<file path="src/verilog/fault_gpio_pkg.sv">
package fault_gpio_pkg;

  // Register offsets on the internal register port.
  localparam logic [7:0] POSITIVE_FAULT_STATUS_ADDR = 8'h12;
  localparam logic [7:0] NEGATIVE_FAULT_STATUS_ADDR = 8'h13;
  localparam logic [7:0] GENERAL_PURPOSE_PINS_ADDR  = 8'h14;

  // Values after reset, and the value read at an unmapped offset.
  localparam logic [7:0] FAULT_STATUS_RESET    = 8'h00;
  localparam logic [3:0] PIN_DATA_RESET        = 4'h0;
  localparam logic [3:0] PIN_DIRECTION_RESET   = 4'hF;
  localparam logic [7:0] UNMAPPED_READ_VALUE   = 8'h00;

  // Field positions in the general-purpose pin register.
  localparam int PIN_DATA_LSB      = 4;
  localparam int PIN_DIRECTION_LSB = 0;

  // Widths: channels, pins and the input level code.
  localparam int CHANNELS = 8;
  localparam int PINS     = 4;
  localparam int LEVEL_W  = 10;

  // Comparator thresholds in tenths of a percent of full scale, indexed by the select code.
  localparam logic [0:7][9:0] HIGH_THRESHOLD = '{10'h3B6, 10'h39D, 10'h384, 10'h36B,
                                                 10'h352, 10'h320, 10'h2EE, 10'h2BC};
  localparam logic [0:7][9:0] LOW_THRESHOLD  = '{10'h032, 10'h04B, 10'h064, 10'h07D,
                                                 10'h096, 10'h0C8, 10'h0FA, 10'h12C};

  // One register access from the serial command decoder.
  typedef struct packed {
    logic [7:0] addr;
    logic       wr;
    logic       rd;
    logic [7:0] wdata;
  } reg_req_s;

endpackage : fault_gpio_pkg

</file>
<file path="src/verilog/fault_comparator_bank.sv">
`timescale 1ns/1ps
module fault_comparator_bank #(
  parameter int CHANNELS = 8,
  parameter int LEVEL_W  = 10
) (
  input  wire logic                             clk,
  input  wire logic                             rst_n,
  input  wire logic [2:0]                       comparator_threshold_select,
  input  wire logic [CHANNELS-1:0][LEVEL_W-1:0] level_pos,
  input  wire logic [CHANNELS-1:0][LEVEL_W-1:0] level_neg,
  output logic      [CHANNELS-1:0]              fault_pos,
  output logic      [CHANNELS-1:0]              fault_neg
);

  logic [LEVEL_W-1:0] high_th;
  logic [LEVEL_W-1:0] low_th;

  // Pick both window edges from the shared select code.
  assign high_th = LEVEL_W'(fault_gpio_pkg::HIGH_THRESHOLD[comparator_threshold_select]);
  assign low_th  = LEVEL_W'(fault_gpio_pkg::LOW_THRESHOLD[comparator_threshold_select]);

  ////////////////////////////////////////////////////////////////////////////////
  // One comparator pair per channel; a pin is faulty outside the window.
  for (genvar ch = 0; ch < CHANNELS; ch++) begin : g_cmp
    always_ff @(posedge clk) begin
      if (!rst_n) begin
        fault_pos[ch] <= 1'b0;
        fault_neg[ch] <= 1'b0;
      end else begin
        fault_pos[ch] <= (level_pos[ch] > high_th) || (level_pos[ch] < low_th);
        fault_neg[ch] <= (level_neg[ch] > high_th) || (level_neg[ch] < low_th);
      end
    end
  end

endmodule : fault_comparator_bank

</file>
<file path="src/verilog/fault_status_and_gpio_regs.sv">
`timescale 1ns/1ps
// What this block does
// Positive fault flags, channel 8 bit 7.
// Negative fault flags, channel 8 bit 7.
// Fault registers read-only, cleared at reset.
// Flags from comparing pins against threshold.
// Pin register: data high, direction low.
// Data read returns actual pin levels.
// Data write drives output pins.
// Data write ignored for input pins.
// Direction 0 output, 1 input; reset 0Fh.
// Threshold code selects high/low window edges.
// Flags track comparators through a synchroniser.
module fault_status_and_gpio_regs #(
  parameter int CHANNELS = fault_gpio_pkg::CHANNELS,
  parameter int PINS     = fault_gpio_pkg::PINS,
  parameter int LEVEL_W  = fault_gpio_pkg::LEVEL_W
) (
  input  wire logic                             REF_CLK_I,
  input  wire logic                             RST_N_I,
  input  wire fault_gpio_pkg::reg_req_s         REG_REQ_I,
  input  wire logic [2:0]                       COMP_THRESHOLD_SEL_I,
  input  wire logic [CHANNELS-1:0][LEVEL_W-1:0] PIN_LEVEL_POS_I,
  input  wire logic [CHANNELS-1:0][LEVEL_W-1:0] PIN_LEVEL_NEG_I,
  input  wire logic [PINS-1:0]                  GPIO_IN_I,
  output logic      [7:0]                       REG_RDATA_O,
  output logic      [PINS-1:0]                  GPIO_OUT_O,
  output logic      [PINS-1:0]                  GPIO_OE_O
);

  logic [CHANNELS-1:0] cmp_pos;
  logic [CHANNELS-1:0] cmp_neg;
  logic [CHANNELS-1:0] sync1_pos;
  logic [CHANNELS-1:0] sync1_neg;
  logic [7:0]          positive_fault_status;
  logic [7:0]          negative_fault_status;
  logic [PINS-1:0]     pin_direction_bits;
  logic [7:0]          next_rdata;

  ////////////////////////////////////////////////////////////////////////////////
  // Comparator bank turns the input levels into raw fault flags.
  fault_comparator_bank #(
    .CHANNELS (CHANNELS),
    .LEVEL_W  (LEVEL_W)
  ) u_cmp (
    .clk                         (REF_CLK_I),
    .rst_n                       (RST_N_I),
    .comparator_threshold_select (COMP_THRESHOLD_SEL_I),
    .level_pos                   (PIN_LEVEL_POS_I),
    .level_neg                   (PIN_LEVEL_NEG_I),
    .fault_pos                   (cmp_pos),
    .fault_neg                   (cmp_neg)
  );

  ////////////////////////////////////////////////////////////////////////////////
  // Two-stage synchroniser; the status registers are the second stage.
  // Flags follow the comparators and are never latched or cleared by a read.
  always_ff @(posedge REF_CLK_I) begin
    if (!RST_N_I) begin
      sync1_pos             <= '0;
      sync1_neg             <= '0;
      positive_fault_status <= fault_gpio_pkg::FAULT_STATUS_RESET;
      negative_fault_status <= fault_gpio_pkg::FAULT_STATUS_RESET;
    end else begin
      sync1_pos             <= cmp_pos;
      sync1_neg             <= cmp_neg;
      positive_fault_status <= 8'(sync1_pos);
      negative_fault_status <= 8'(sync1_neg);
    end
  end

  ////////////////////////////////////////////////////////////////////////////////
  // Direction bits and the matching output enables; enable is high while driving.
  always_ff @(posedge REF_CLK_I) begin
    if (!RST_N_I) begin
      pin_direction_bits <= fault_gpio_pkg::PIN_DIRECTION_RESET;
      GPIO_OE_O          <= ~fault_gpio_pkg::PIN_DIRECTION_RESET;
    end else if (REG_REQ_I.wr && REG_REQ_I.addr == fault_gpio_pkg::GENERAL_PURPOSE_PINS_ADDR) begin
      pin_direction_bits <= REG_REQ_I.wdata[fault_gpio_pkg::PIN_DIRECTION_LSB +: PINS];
      GPIO_OE_O          <= ~REG_REQ_I.wdata[fault_gpio_pkg::PIN_DIRECTION_LSB +: PINS];
    end
  end

  ////////////////////////////////////////////////////////////////////////////////
  // Output data: a write lands only on pins that are outputs by the old direction.
  always_ff @(posedge REF_CLK_I) begin
    if (!RST_N_I) begin
      GPIO_OUT_O <= fault_gpio_pkg::PIN_DATA_RESET;
    end else if (REG_REQ_I.wr && REG_REQ_I.addr == fault_gpio_pkg::GENERAL_PURPOSE_PINS_ADDR) begin
      for (int p = 0; p < PINS; p++) begin
        if (!pin_direction_bits[p]) begin
          GPIO_OUT_O[p] <= REG_REQ_I.wdata[fault_gpio_pkg::PIN_DATA_LSB + p];
        end // Input pins keep their value.
      end
    end
  end

  ////////////////////////////////////////////////////////////////////////////////
  // Read multiplexer; status registers accept no write.
  always_comb begin
    case (REG_REQ_I.addr)
      fault_gpio_pkg::POSITIVE_FAULT_STATUS_ADDR: next_rdata = positive_fault_status;
      fault_gpio_pkg::NEGATIVE_FAULT_STATUS_ADDR: next_rdata = negative_fault_status;
      fault_gpio_pkg::GENERAL_PURPOSE_PINS_ADDR:
        next_rdata = {GPIO_IN_I, pin_direction_bits};
      default: next_rdata = fault_gpio_pkg::UNMAPPED_READ_VALUE;
    endcase
  end

  // Read data is captured on a read request and held until the next one.
  always_ff @(posedge REF_CLK_I) begin
    if (!RST_N_I) begin
      REG_RDATA_O <= 8'h00;
    end else if (REG_REQ_I.rd) begin
      REG_RDATA_O <= next_rdata;
    end
  end

endmodule : fault_status_and_gpio_regs

</file>
<file path="config.mk">
export PLATFORM = sky130hd
export DESIGN_NAME = fault_status_and_gpio_regs
export DESIGN_NICKNAME = d
export VERILOG_FILES = /design/src/verilog/fault_gpio_pkg.sv /design/src/verilog/fault_comparator_bank.sv /design/src/verilog/fault_status_and_gpio_regs.sv
export SDC_FILE = /design/constraint.sdc
export NUM_CORES = 1
export LEC_CHECK = 0
export ABC_AREA = 1
export BUFFER_PORTS_ARGS = -buffer_cell sky130_fd_sc_hd__buf_2
export CAP_MARGIN = 40
export CORE_MARGIN = 2
export CORE_UTILIZATION = 29
export CTS_CLUSTER_DIAMETER = 80
export DETAILED_ROUTE_END_ITERATION = 7
export GPL_TIMING_DRIVEN = 1
export PLACE_DENSITY = 0.6
export SLEW_MARGIN = 20
export SYNTH_ARGS = -nofsm -noshare
export SYNTH_HDL_FRONTEND = slang
export SYNTH_SLANG_ARGS = --single-unit
</file>
<file path="constraint.sdc">
create_clock -name REF_CLK_I -period 4.4 [get_ports REF_CLK_I]
set_clock_uncertainty 0.1 [all_clocks]
set_input_delay 0.22 -clock REF_CLK_I [delete_from_list [all_inputs] [get_ports REF_CLK_I]]
set_output_delay 0.22 -clock REF_CLK_I [all_outputs]
set_load 0.01 [all_outputs]
</file>
==> results of run 1 <==
==> placed cells by master, fill, tap and decap left out, types with 4 or more instances in the layout <==
cell and n:
buf_4 11, o21bai_1 32, a21boi_0 12, clkinv_4 4
o31ai_1 4, nand2_1 349, a211oi_1 16, nor3b_1 16
nand2_2 6, dfxtp_1 68, a21o_1 16, nor2_1 72
o21ai_0 25, nand4_1 16, nand3b_1 8, inv_1 221
o21a_1 5, nand3_1 187, ha_1 228, buf_2 203
a21oi_1 80, clkbuf_16 9, o211ai_1 16, buf_8 6
==> cell families (layout without fill, tap and decap cells) <==
kind of cell | count (synthesis) | after routing | share of synthesized area (%)
and+or+nand+nor | 661 | 661 | 30.9
buffers and inverters | 251 | 461 | 10.2
adders and majority gates | 228 | 228 | 30.4
AOI/OAI and AO/OA | 210 | 210 | 13.9
DFF | 68 | 68 | 14.5
other | 0 | 3 | 0
==> stage by stage <==
stage          area [um^2]  hold WS, ns  power (mW)
2_1_floorplan         9370        0.264        1.29
3_3_place_gp         10900        0.298        1.62
3_5_place_dp         11000        0.298        1.67
4_1_cts              11300       0.0144        2.45
5_1_grt              11300       0.0455        2.63
6_report             11300       0.0214        2.43
==> routing by layer <==
metal	up-vias	routed length (um)
li1	5177	-
met1	4481	15000
met2	328	14800
met3	59	2230
met4	8	842
met5	-	50
==> critical path, stage by stage <==
cell and delay [ns]:
buf_2 0.15, inv_1 0.09, ha_1 0.32, nand2_2 0.44, nand2_2 0.57, nand2_1 0.24
nand3_1 0.10, nor2_1 0.21, nand3_1 0.10, nand3_1 0.09, nand2_1 0.05, a21oi_1 0.14
==> state kept, by name, summed over array words and instances, names as in the netlist <==
register / cells
positive_fault_status: 8
REG_RDATA_O: 8
sync1_pos: 8
GPIO_OUT_O: 4
pin_direction_bits: 4
sync1_neg: 8
negative_fault_status: 8
u_cmp.fault_pos: 8
GPIO_OE_O: 4
u_cmp.fault_neg: 8
==> power by group <==
part / internal, mW / total (mW) / switching [mW]
clock: 0.447 / 0.769 / 0.322
sequential: 0.643 / 0.654 / 0.0106
combinational: 0.390 / 1.01 / 0.621
total: 1.48 / 2.43 / 0.954
==> area by class of cell <==
class / instances / area, um^2
Clock inverter: 7 / 82.6
Antenna cell: 3 / 7.51
Timing Repair Buffer: 221 / 1220
Inverter: 224 / 841
Tap cell: 402 / 503
Sequential cell: 68 / 1360
Fill cell: 3511 / 20400
Multi-Input combinational cell: 1099 / 7080
Clock buffer: 9 / 225
==> how the worst max path moves through the flow <==
stage,to,slack (ns),depth (start not counted)
floorplan,u_cmp.fault_pos[3],0.77,11
global placement,u_cmp.fault_neg[3],1.40,11
detailed placement,u_cmp.fault_neg[3],1.47,12
CTS,u_cmp.fault_neg[3],1.84,12
global route,u_cmp.fault_neg[4],1.62,12
finish,u_cmp.fault_neg[3],1.80,12
==> out/qor.csv, run 1 <==
metric;value;unit
drtIter0Drc;455;
postSynthCellCount;1418;
fp.dieW;184;um
gp_congestion;0.861;
grt_max_degree;34;
min_to;pin_direction_bits[0];
p_leak;6.48;nW
hold_path_depth;3;
synth-main-ff-cell;dfxtp_1;
hold_path_startpoint;REG_REQ_I[0];
outcome;finished, final reports clean;
final_hold_viol_count;0;
hp-class;in -> reg;
wl_per_cell;16.2;um
cap_violations;0;
postLayoutSetupSlackWorst;1.80;ns
clock_latency;0.35;ns
powerDensity;215;nW/um^2
synth_area_leaders;ha_1 (30%), dfxtp_1 (15%), nand2_1 (14%);
worst_setup_path_end_kind;flip-flop;
drtPass1Iterations;5;
grt_pass1_vias;9602;
worst_slew_pin_slew;0.825;ns
postCtsSetupBuffers;0;
die_h;184;um
ys_ff_latch;68;
final_util;35.7;%
portBuffers;202;
grt_use_total;19.3;%
fmax;385;MHz
cts.path.max_buffers;2;
initial_core_util;29.5;%
syn_nets;1833;
crit_fanout;32;
ctsResizeCount;0;
dieArea;33800;um^2
grt_pass1_wl;50.4;mm
synth_cell_types;27;
wl;32.9;mm
setup_viol;0;
min_period;2.60;ns
yosysWarnings;0;
synth.most_common_cell;nand2_1;
fin_crit_sh;59.0;%
place_ws;1.47;ns
drv_slew;0;
path_clk_slew;0.06;ns
numCtsBuffers;9;
fp-row-count;65;
drt_drc_violations_left;0;
irDropWorstVdd;0.000152;V
placed_cells;2013;
ctsHoldBuffers;0;
area_growth;20.7;%
r2r_start;negative_fault_status[3];
vias;10100;
synth_area_leader_cell;ha_1;
synth_edf_count;0;
routed_via_density;4.94;
dp_hpwl;25.9;mm
cts_tree;built;
ys_seq_area_share;14.5;%
synth_area_per_cell;6.61;um^2
grt_overflow;0;
r2r-end;REG_RDATA_O[3];
met1_usage;25.2;%
required;4.57;ns
layout.nets;2038;
synthTopCellsByCount;nand2_1 (349), ha_1 (228), inv_1 (221);
relSlewSlack;44.8;%
critPathKind;in -> reg;
core;31700;um^2
ant_nets;0;
r2r_setup_slack;3.52;ns
crit_path_start;COMP_THRESHOLD_SEL_I[0];
drive_gt1_share;15.6;%
synth_top_area_share;30.4;%
root_buffer;clkbuf_16;
clock-sinks;68;
met2_usage;31.8;%
use_met3;3.82;%
grt-busiest-layer;met2;
synth_area;9370;um^2
async_flop_share;0;%
htreeDepth;3;
rsz0062_at_grt;no;
setup_tns;0;ns
start_kind;input port;
crit_arrival;2.76;ns
antenna_found_initial;5;
fin_cells;2033;
io_pins;203;
rr_worst_depth;4;
Power figures use the tool's default switching activity.
==> inputs of run 2 (changes only) <==
- clock period: 4.4 -> 2.6 ns (I/O delays scaled with it)
==> out/qor.csv, run 2 (same netlist as run 1, synthesis figures left out) <==
metric;value;unit;change
fp.dieW;184;um;unchanged
fmax;455;MHz;
wl_per_cell;15.9;um;-1.8%
grt_overflow;0;;unchanged
hold_path_startpoint;PIN_LEVEL_POS_I[49];;
vias;10100;;unchanged
combPwrFrac;42.1;%;+0.6 points
hold_path_depth;4;;+1
drv_slew;0;;unchanged
hp-class;in -> reg;;
power_frac_clock;31.3;%;-0.3 points
critPathKind;in -> reg;;
irDropWorstVdd;0.000259;V;+70%
die_h;184;um;unchanged
routed_via_density;4.86;;-1.7%
path_clk_slew;0.07;ns;about the same
crit_fanout;8;;-75%
crit_arrival;2.31;ns;-0.45 ns
clock-sinks;68;;unchanged
required;2.71;ns;-1.86 ns
layout_commonest_cell;nand2_1;;
portBuffers;202;;unchanged
dieArea;33800;um^2;unchanged
grt_pass1_vias;9641;;+0.41%
htreeDepth;3;;unchanged
worst_slew_pin_slew;0.791;ns;-0.0340 ns
area_growth;23.4;%;
r2r_start;positive_fault_status[2];;
fp-row-count;65;;unchanged
drtPass1Iterations;7;;+2
cts.path.max_buffers;2;;unchanged
initial_core_util;29.5;%;unchanged
antenna_found_initial;3;;-2
cap_violations;0;;unchanged
drtIter0Drc;556;;+22%
powerDensity;361;nW/um^2;+68%
gp_congestion;0.861;;about the same
grt_use_total;19.5;%;+0.19 points
p_int;2.55;mW;+72%
drt_drc_violations_left;0;;unchanged
rr_worst_depth;4;;unchanged
wl;32.8;mm;-0.11%
r2r_setup_slack;1.67;ns;-1.85 ns
seqPwrFrac;26.6;%;-0.3 points
outcome;finished, final reports clean;;
swShare;38.9;%;-0.26 points
setup_viol;0;;unchanged
r2r-end;REG_RDATA_O[2];;
relSlewSlack;47.2;%;+2.5 points
min_to;u_cmp.fault_pos[4];;
grt_pass1_wl;50.9;mm;+1.1%
clock_latency;0.34;ns;about the same
io_pins;203;;unchanged
min_period;2.20;ns;
numCtsBuffers;9;;unchanged
rsz0062_at_grt;no;;
setup_tns;0;ns;unchanged
ctsResizeCount;0;;unchanged
fin_crit_sh;84.4;%;
mostFrequentLayoutCells;nand2_1 (349), ha_1 (228), inv_1 (221), buf_2 (202), nand3_1 (187);;
worst_setup_path_end_kind;flip-flop;;
fin_cells;2068;;+1.7%
switching_power;1.62;mW;+70%
layout.nets;2074;;+1.8%
start_kind;input port;;
grt_max_degree;33;;-2.9%
core;31700;um^2;unchanged
placed_cells;2042;;+1.4%
root_buffer;clkbuf_16;;
cts_tree;built;;
ant_nets;0;;unchanged
p_leak;6.63;nW;+2.2%
dp_hpwl;26.2;mm;+1.3%
final_hold_viol_count;0;;unchanged
drive_gt1_share;16.9;%;+1.3 points
run 2: cell count changes in the layout (fill, tap and decap cells not counted):
cell / delta
buf_12: +1
dlygate4sd3_1: +8
clkinv_4: -4
buf_6: +1
clkinvlp_4: +2
buf_16: -1
buf_8: -5
buf_2: -1
diode_2: -1
buf_4: +33
inv_6: +2
run 2: worst max-delay path by stage:
stage | start | end | slack (ns) | cells past startpoint
global route | COMP_THRESHOLD_SEL_I[0] | u_cmp.fault_neg[6] | 0.24 | 13
floorplan | COMP_THRESHOLD_SEL_I[0] | u_cmp.fault_neg[0] | 0.08 | 11
detailed placement | COMP_THRESHOLD_SEL_I[0] | u_cmp.fault_pos[5] | 0.07 | 13
finish | COMP_THRESHOLD_SEL_I[0] | u_cmp.fault_pos[5] | 0.40 | 12
global placement | COMP_THRESHOLD_SEL_I[1] | u_cmp.fault_neg[0] | 0.1 | 14
CTS | COMP_THRESHOLD_SEL_I[0] | u_cmp.fault_pos[5] | 0.42 | 13
run 2: layout make-up:
cell class                 count  area [um^2]
antenna                        2         5.00
clock buffer                   9          225
clock inverter                 7         80.1
fill                        3440        20200
inverter                     224          841
multi-input combinational   1099         7080
sequential                    68         1360
tap                          402          503
timing repair buffer         257         1470
run 2: worst max-delay path, cell delays in order:
cell	delay [ns]
buf_2	0.11
buf_4	0.16
ha_1	0.22
inv_1	0.09
nand2_1	0.27
buf_4	0.32
ha_1	0.31
nand2_1	0.06
nor3b_1	0.30
o211ai_1	0.15
nand3_1	0.11
a21oi_1	0.07
run 2: per-layer routing:
layer / vias to the layer above / track usage [%] / part of all wire (%)
met4: 2 / 5.60 / 2.6
met1: 4471 / 26.0 / 48
met2: 272 / 32.8 / 45
met3: 56 / 2.79 / 4.8
li1: 5252 / - / -
met5: - / 0 / 0.040
run 2: repair_timing:
item / CTS / global route
endpoints found under the hold margin: 12 / 0
hold buffers: 8 / 0
buffers inserted: 0 / 0
run 2: power groups by stage:
stage                     logic (mW)  clock network, mW  registers, mW
final                           1.76               1.31           1.11
after global routing            2.03               1.39           1.11
after CTS                       1.76               1.34           1.11
after detailed placement        1.74                  0           1.13
after global placement          1.67                  0           1.13
after floorplan                 1.07                  0           1.12
run 2: through the flow:
stage	power [mW]	worst slack (ns)	utilization (%)	hold slack, ns	cell area (um^2)
3_5_place_dp	2.87	0.0712	35.2	0.276	11200
4_1_cts	4.21	0.423	36.4	0.00635	11600
6_report	4.17	0.405	36.4	0.0164	11600
3_3_place_gp	2.80	0.0990	35.1	0.287	11100
2_1_floorplan	2.19	0.0849	-	0.174	9380
5_1_grt	4.53	0.238	36.4	0.0306	11600
